==> src/lpm_pkg.sv <==
/*
 * package for the low power mode manager: power modes, the grouped
 * link status and wake source carriers, and the cycle counts.
 * assumes one 100 MHz core clock and no register bus.
 */
package lpm_pkg;

    // power mode held by the controller
    typedef enum logic [1:0] {
        LPM_ACTIVE,
        LPM_SLEEP,
        LPM_DEEP
    } lpm_mode_t;

    // radio link activity reported by the baseband scheduler
    typedef struct packed {
        logic acl_active;     // asynchronous link in active state
        logic sco_active;     // synchronous link in active state
        logic sniff_park;     // a link sits in sniff, hold or park
        logic scan_enabled;   // page or inquiry scan enabled
        logic radio_busy;     // scheduled slot activity right now
        logic event_due;      // sniff instant, beacon or scan window due
    } lpm_link_t;

    // wake sources
    typedef struct packed {
        logic [15:0] gpio;            // general purpose pins
        logic usb;                    // usb bus activity
        logic debug_serial_receive;   // debug serial receive line
        logic host_serial_receive;    // host serial receive line
        logic external_irq_a;         // external interrupt a
        logic external_irq_b;         // external interrupt b
    } lpm_wake_t;

    // number of wake sources, for the reduction width
    localparam int LPM_WAKE_W = 21;

    // idle time before dropping to a low power mode
    localparam int LPM_IDLE_NS = 100;
    localparam int LPM_CLK_NS = 10;
    localparam int LPM_IDLE_CYC = (LPM_IDLE_NS + LPM_CLK_NS - 1) / LPM_CLK_NS;
    localparam int LPM_IDLE_W = 4;

    // reset value of the idle counter
    localparam logic [3:0] LPM_IDLE_RST = 4'h0;

endpackage : lpm_pkg

==> src/lpm_sync_edge.sv <==
/*
 * registered activity detector: flags any change or high level on a
 * group of wake inputs.
 * assumes inputs synchronous to core_clk.
 */
`timescale 1ns/1ps
module lpm_sync_edge #(
    parameter int W = 21
) (
    input wire logic core_clk,
    input wire logic arst_n,
    input wire logic [W-1:0] din,
    output logic active
);
    logic [W-1:0] prev;  // last sample of the inputs
    wire any_high = |din;
    wire any_edge = |(din ^ prev);

    // sample and flag level or edge activity
    always_ff @(posedge core_clk or negedge arst_n) begin
        if (!arst_n) begin
            prev <= '0;
            active <= 1'b0;
        end else begin
            prev <= din;
            active <= any_high | any_edge;
        end
    end
endmodule : lpm_sync_edge

==> src/lpm_idle_timer.sv <==
/*
 * idle timer: counts quiet cycles and reports when the idle span is met.
 * assumes clear is a level from the caller.
 */
`timescale 1ns/1ps
module lpm_idle_timer (
    input wire logic core_clk,
    input wire logic arst_n,
    input wire logic clear,
    output logic idle
);
    logic [lpm_pkg::LPM_IDLE_W-1:0] count;  // quiet cycles seen
    localparam logic [lpm_pkg::LPM_IDLE_W-1:0] LIMIT =
        lpm_pkg::LPM_IDLE_W'(lpm_pkg::LPM_IDLE_CYC);
    wire at_limit = (count == LIMIT);

    // count up while quiet, saturate at the limit
    always_ff @(posedge core_clk or negedge arst_n) begin
        if (!arst_n) begin
            count <= lpm_pkg::LPM_IDLE_RST;
            idle <= 1'b0;
        end else if (clear) begin
            count <= lpm_pkg::LPM_IDLE_RST;
            idle <= 1'b0;
        end else begin
            count <= at_limit ? count : count + 1'b1;
            idle <= at_limit;
        end
    end
endmodule : lpm_idle_timer

==> src/lpm_manager.sv <==
/*
 * low power mode manager: picks active, sleep or deep sleep from link
 * and host transport activity and drives the clock gates.
 * assumes all inputs synchronous to core_clk; core_clk itself is the
 * always-on domain, the gated clocks are enables for clock cells.
 */
// Overview of operation
// - mode chosen autonomously from link and host
// - sleep keeps commands, scans, links, data
// - sleep gates clock only in part
// - deep sleep refuses commands and payload data
// - deep sleep stops clock everywhere
// - deep sleep wakes active for scan windows
// - no deep sleep on usb transport
// - idle span moves active into sleep, or deep if deep_ok; sniff_park not read
// - deep sleep goes active for sniff/beacon exchange
// - uart reactivation moves deep to sleep
// - scan only: sleep or deep between windows
// - no connection, uart low: deep sleep
// - active sco or acl forbids deep sleep
// - active links sleep when idle time
// - wake on gpio, usb, uarts, irqs
// - slow clock is reference in low power
`timescale 1ns/1ps
module lpm_manager (
    input wire logic core_clk,
    input wire logic arst_n,
    input wire lpm_pkg::lpm_link_t link,
    input wire lpm_pkg::lpm_wake_t wake,
    input wire logic uart_low_power,
    input wire logic usb_transport,
    input wire logic host_cmd_pending,
    output lpm_pkg::lpm_mode_t mode,
    output logic part_clk_en,
    output logic main_clk_en,
    output logic sys_clk_req,
    output logic host_cmd_accept,
    output logic payload_en,
    output logic slow_clk_ref
);
    lpm_pkg::lpm_mode_t next_mode;  // mode for the next cycle
    logic wake_act;                 // registered wake activity
    logic idle;                     // idle span reached
    logic returned;                 // active visit started from deep

    // pack the wake sources for the detector
    wire [lpm_pkg::LPM_WAKE_W-1:0] wake_vec = wake;

    // any wake source counts as activity
    lpm_sync_edge #(.W(lpm_pkg::LPM_WAKE_W)) u_wake (
        .core_clk(core_clk),
        .arst_n(arst_n),
        .din(wake_vec),
        .active(wake_act)
    );

    // activity that holds the core awake
    wire busy = link.radio_busy | host_cmd_pending | link.event_due;
    // connected links that are not parked or sniffing
    wire live_link = link.acl_active | link.sco_active;
    // deep sleep permitted only with uart idle and no usb
    wire deep_ok = uart_low_power & ~usb_transport & ~live_link;
    // host reopened the uart or woke the part
    wire host_wake = ~uart_low_power | wake_act;

    // quiet span before dropping from active
    lpm_idle_timer u_idle (
        .core_clk(core_clk),
        .arst_n(arst_n),
        .clear(busy | wake_act),
        .idle(idle)
    );

    // low power target once idle: deep if allowed, else sleep
    wire lp_target_deep = deep_ok;

    // mode decision, no command involved
    always_comb begin
        next_mode = mode;
        case (mode)
            lpm_pkg::LPM_ACTIVE: begin
                // sniff/park, scans or quiet links drop out
                if (returned && !busy && deep_ok) begin
                    next_mode = lpm_pkg::LPM_DEEP;
                end else if (idle && lp_target_deep) begin
                    next_mode = lpm_pkg::LPM_DEEP;
                end else if (idle) begin
                    next_mode = lpm_pkg::LPM_SLEEP;
                end
            end
            lpm_pkg::LPM_SLEEP: begin
                // slot work or a command brings full clock back
                if (busy) begin
                    next_mode = lpm_pkg::LPM_ACTIVE;
                end else if (deep_ok && !wake_act) begin
                    next_mode = lpm_pkg::LPM_DEEP;
                end
            end
            lpm_pkg::LPM_DEEP: begin
                // scheduled radio event wins over host wake
                if (link.event_due) begin
                    next_mode = lpm_pkg::LPM_ACTIVE;
                end else if (host_wake || !deep_ok) begin
                    next_mode = lpm_pkg::LPM_SLEEP;
                end
            end
            default: next_mode = lpm_pkg::LPM_ACTIVE;
        endcase
    end

    // mode register, active after reset
    always_ff @(posedge core_clk or negedge arst_n) begin
        if (!arst_n) begin
            mode <= lpm_pkg::LPM_ACTIVE;
        end else begin
            mode <= next_mode;
        end
    end

    // remember a visit to active that began in deep sleep
    always_ff @(posedge core_clk or negedge arst_n) begin
        if (!arst_n) begin
            returned <= 1'b0;
        end else if (mode == lpm_pkg::LPM_DEEP) begin
            returned <= (next_mode == lpm_pkg::LPM_ACTIVE);
        end else if (mode == lpm_pkg::LPM_SLEEP) begin
            returned <= 1'b0;
        end
    end

    // output decode from the next mode so outputs align with mode
    wire n_active = (next_mode == lpm_pkg::LPM_ACTIVE);
    wire n_deep = (next_mode == lpm_pkg::LPM_DEEP);
    wire n_sleep = (next_mode == lpm_pkg::LPM_SLEEP);

    // clock gates and service enables, all registered
    // trade-off: part clock stays on in sleep so links keep time
    always_ff @(posedge core_clk or negedge arst_n) begin
        if (!arst_n) begin
            part_clk_en <= 1'b1;
            main_clk_en <= 1'b1;
            sys_clk_req <= 1'b1;
            host_cmd_accept <= 1'b1;
            payload_en <= 1'b1;
            slow_clk_ref <= 1'b0;
        end else begin
            part_clk_en <= ~n_deep;
            main_clk_en <= n_active;
            sys_clk_req <= ~n_deep;
            host_cmd_accept <= ~n_deep;
            payload_en <= ~n_deep;
            slow_clk_ref <= n_sleep | n_deep;
        end
    end
endmodule : lpm_manager

==> config.mk <==
export PLATFORM = sky130hd
export DESIGN_NAME = lpm_manager
export DESIGN_NICKNAME = d
export VERILOG_FILES = /design/src/lpm_pkg.sv /design/src/lpm_sync_edge.sv /design/src/lpm_idle_timer.sv /design/src/lpm_manager.sv
export SDC_FILE = /design/constraint.sdc
export NUM_CORES = 1
export LEC_CHECK = 0
export BUFFER_PORTS_ARGS = -buffer_cell sky130_fd_sc_hd__clkbuf_2
export CAP_MARGIN = 10
export CORE_MARGIN = 4
export CORE_UTILIZATION = 45
export DETAILED_ROUTE_END_ITERATION = 10
export GPL_TIMING_DRIVEN = 0
export PLACE_DENSITY = 0.82
export REMOVE_ABC_BUFFERS = 1
export SYNTH_ARGS = -nofsm -noshare
export SYNTH_HDL_FRONTEND = slang
export SYNTH_SLANG_ARGS = --single-unit
==> constraint.sdc <==
create_clock -name core_clk -period 2.05 [get_ports core_clk]
set_clock_uncertainty 0.15 [all_clocks]
set_input_delay 0.41 -clock core_clk [delete_from_list [all_inputs] [get_ports core_clk]]
set_output_delay 0.41 -clock core_clk [all_outputs]
set_load 0.05 [all_outputs]
==> summary.md <==
| Metric | Value |
|---|---|
| Status | `finished, violations left` |
| Failing checks | `hold timing` |
| Total Power | `1.553 mW` |
| Num CTS Buffers | `5` |
| Part of the power in combinational logic | `29.3%` |
| Die area | `4191 um^2` |
| GR Util met3 | `6.412%` |
| Routing usage on met2 | `27.33%` |
| CORE AREA | `3078 um^2` |
| R2R cell count | `8` |
| Grt total ovfl | `0` |
| Number of cells in the finished layout apart from fillers | `212` |
| Max Buffers Root-to-Sink | `2` |
| Register area share after synthesis | `57.17%` |
| Die width | `64.74 um` |
| Clk_lat worst skew | `330 ps` |
| Slew HR | `49.06%` |
| Sequential share of power | `47.3%` |
| Tot GR Track Use | `15.16%` |
| DRC violations left | `0` |
| Clock transition at path regs | `90 ps` |
| Leak | `0.8121 nW` |
| H-tree levels | `2` |
| Drt first pass iters | `4` |
| Syn Inst Count | `121` |
| Share of cells above drive strength 1 | `36.90%` |
| Worst Hold Class | `in2async` |
| HPWL Detailed | `2125 um` |
| Final ANT Viol Nets | `0` |
| Via count | `1,054` |
| Fillers | `259` |
| Initial antenna violation count | `0` |
| Req. time, crit path | `2110 ps` |
| P&R area growth vs syn | `25.39%` |
| Post-Place Cells | `199` |
| Met1 Use GR | `15.79%` |
| Cell Int Power | `1.061 mW` |
| Mapped Area | `1449 um^2` |
| Final core occ | `59.02%` |
| Max Cap Viol | `0` |
| Syn_area_per_cell | `11.97 um^2` |
| Seq cells post-synth | `33` |
| Max Clk Rate | `0.4964 GHz` |
| Routability Congestion | `0.8054` |
| Syn. warnings | `0` |
| First-pass GRT wire length | `4754 um` |
| Worst Path Arrival | `2080 ps` |
| # clock sinks | `33` |
| # IOs | `40` |
| # diodes | `0` |
| Most used DFF post-synth | `dfrtp_1` |
| Final Max Tran Viols | `0` |
| Hold Fails Final Rpt | `23` |
| Ys async rst share | `100.0%` |
| Worst VDD drop | `0.5528 mV` |
| Vias in the first global route | `1,152` |
| CP Launch Type | `primary input` |
| Drt via density | `4.972` |
| Die height | `64.74 um` |
| Rows | `20` |
| Worst-Margin Slew | `764.1 ps` |
| CTS root buf | `clkbuf_4` |
| Setup Viol. Count Final | `0` |
| Pwr Density | `854.8 nW/um^2` |
| DR iter-0 viols | `38` |
| Crit path kind | `in2reg` |
| Switching power | `0.4921 mW` |
| Sw Share | `31.69%` |
| Minimum clock period | `2014 ps` |
| Number of synthesized flops with an enable pin | `0` |
| CTS tree | `yes` |
| Final Cycle Share | `98.26%` |
| GR peak layer | `met2` |
| Final nets | `207` |
| Clk pwr share | `23.4%` |
| Initial Utilization | `47.07%` |
| Netlist cell types | `31` |
| CP endpoint kind | `register` |
| Largest net degree at the start of global routing | `34` |
| Setup_tns | `0 ps` |
| Drt wl/cell | `13.27 um` |
| I/O Buffers | `37` |
| RSZ-0062 raised after global routing | `no` |
| Crit path max fanout | `4` |
| WHS | `-13.44 ps` |
| Drt total wl | `2814 um` |
## final cells by class
cell class | count | area (um^2) | share of cell area (%)
Multi-Input combinational cell | 77 | 618.1 | 34.02
Inverter | 8 | 32.53 | 1.791
Sequential cell | 33 | 829.5 | 45.66
Clock buffer | 8 | 58.81 | 3.237
Tap cell | 44 | 55.05 | 3.030
Timing Repair Buffer | 42 | 222.7 | 12.26
## layer usage
metal | wire, um | part of all wire (%)
met1 | 1088 | 39
met2 | 1472 | 52
met3 | 223 | 7.9
met4 | 30 | 1.1
met5 | 0 | 0
## sequential cells by signal (all words and copies together), names as in the netlist
name and flops:
u_wake.prev 21, mode 2, payload_en 1, returned 1
main_clk_en 1, u_idle.idle 1, u_idle.count 4, u_wake.active 1
slow_clk_ref 1
## synthesized netlist by cell type (2+ instances only)
cell type | instances | area (um^2)
xor2_1 | 12 | 105.1
inv_1 | 8 | 30.03
ha_1 | 8 | 100.1
nand3_1 | 2 | 10.01
a31oi_1 | 3 | 18.77
dfrtp_1 | 31 | 775.7
dfstp_2 | 2 | 52.55
a21oi_1 | 3 | 15.01
nand3b_1 | 2 | 15.01
o21ai_0 | 2 | 10.01
nor2_1 | 7 | 26.28
nor4_1 | 9 | 56.30
nand4_1 | 3 | 18.77
nor3_1 | 2 | 10.01
xnor2_1 | 5 | 43.79
a211oi_1 | 2 | 15.01
nand2_1 | 2 | 7.510
buf_4 | 3 | 22.52
nand2b_1 | 2 | 12.51
a31o_1 | 2 | 17.52
## timing repair
action	CTS	global route
hold buffers	0	0
endpoints found under the setup margin	3	1
pin swaps	2	2
resized for setup	6	7
buffers inserted	4	1
## through the flow
step / worst slack [ps] / hold WS, ps / instance area (um^2)
6_report: 35.69 / -13.44 / 1817
4_1_cts: 2.431 / 6.232 / 1777
5_1_grt: 1.250 / 22.80 / 1817
2_1_floorplan: -261.9 / -35.59 / 1426
3_5_place_dp: -378.1 / 371.8 / 1667
3_3_place_gp: -340.8 / 354.2 / 1667
## cells in the final DEF (no fill, tap or decap), types with 3 or more instances in the layout
cell type / Yosys / final
xnor2_1: 5 / 5
a21oi_1: 3 / 3
nor4_1: 9 / 9
clkbuf_4: 0 / 5
ha_1: 8 / 4
dfrtp_1: 31 / 30
inv_1: 8 / 6
xor2_1: 12 / 12
ha_4: 0 / 3
clkbuf_2: 0 / 37
nor2_1: 7 / 7
buf_4: 3 / 5
nand4_1: 3 / 3
a31oi_1: 3 / 3
## kinds of logic after synthesis
family,Yosys count,synth area share [%]
flip-flops,33,57.17
adder cells (fa/ha/maj),8,6.909
AND/OR/NAND/NOR,36,14.94
XOR/XNOR,17,10.28
buffers and inverters,11,3.627
AO/OA/AOI/OAI,16,7.081
## worst max-delay path: stages
cell      delay [ps]
clkbuf_2          80
or4b_4           550
or3b_2           480
a31o_1           240
ha_2             180
nand3_1           70
o21ai_0           80
## worst paths after layout
path                                     startpoint                       end  slack (ps)
max in group asynchronous                    arst_n         mode[0]$_DFF_PN0_        1230
hold reg to reg            u_wake.prev[0]$_DFF_PN0_   u_wake.active$_DFF_PN0_         410
setup / recovery                      usb_transport      returned$_DFFE_PN0P_          40
hold / removal                               arst_n  u_wake.prev[3]$_DFF_PN0_         -10
min in group core_clk                       wake[0]  u_wake.prev[0]$_DFF_PN0_          60
setup reg to reg                  mode[0]$_DFF_PN0_      returned$_DFFE_PN0P_          70
## power by group through the flow
| stage | logic (mW) | registers [mW] | clock network [mW] |
|---|---|---|---|
| after floorplan | 0.134 | 0.852 | 0 |
| after global placement | 0.339 | 0.751 | 0 |
| after detailed placement | 0.354 | 0.754 | 0 |
| after CTS | 0.405 | 0.731 | 0.380 |
| after global routing | 0.497 | 0.741 | 0.421 |
| final | 0.455 | 0.735 | 0.363 |
Note: power is estimated with default switching activity, not from simulation.
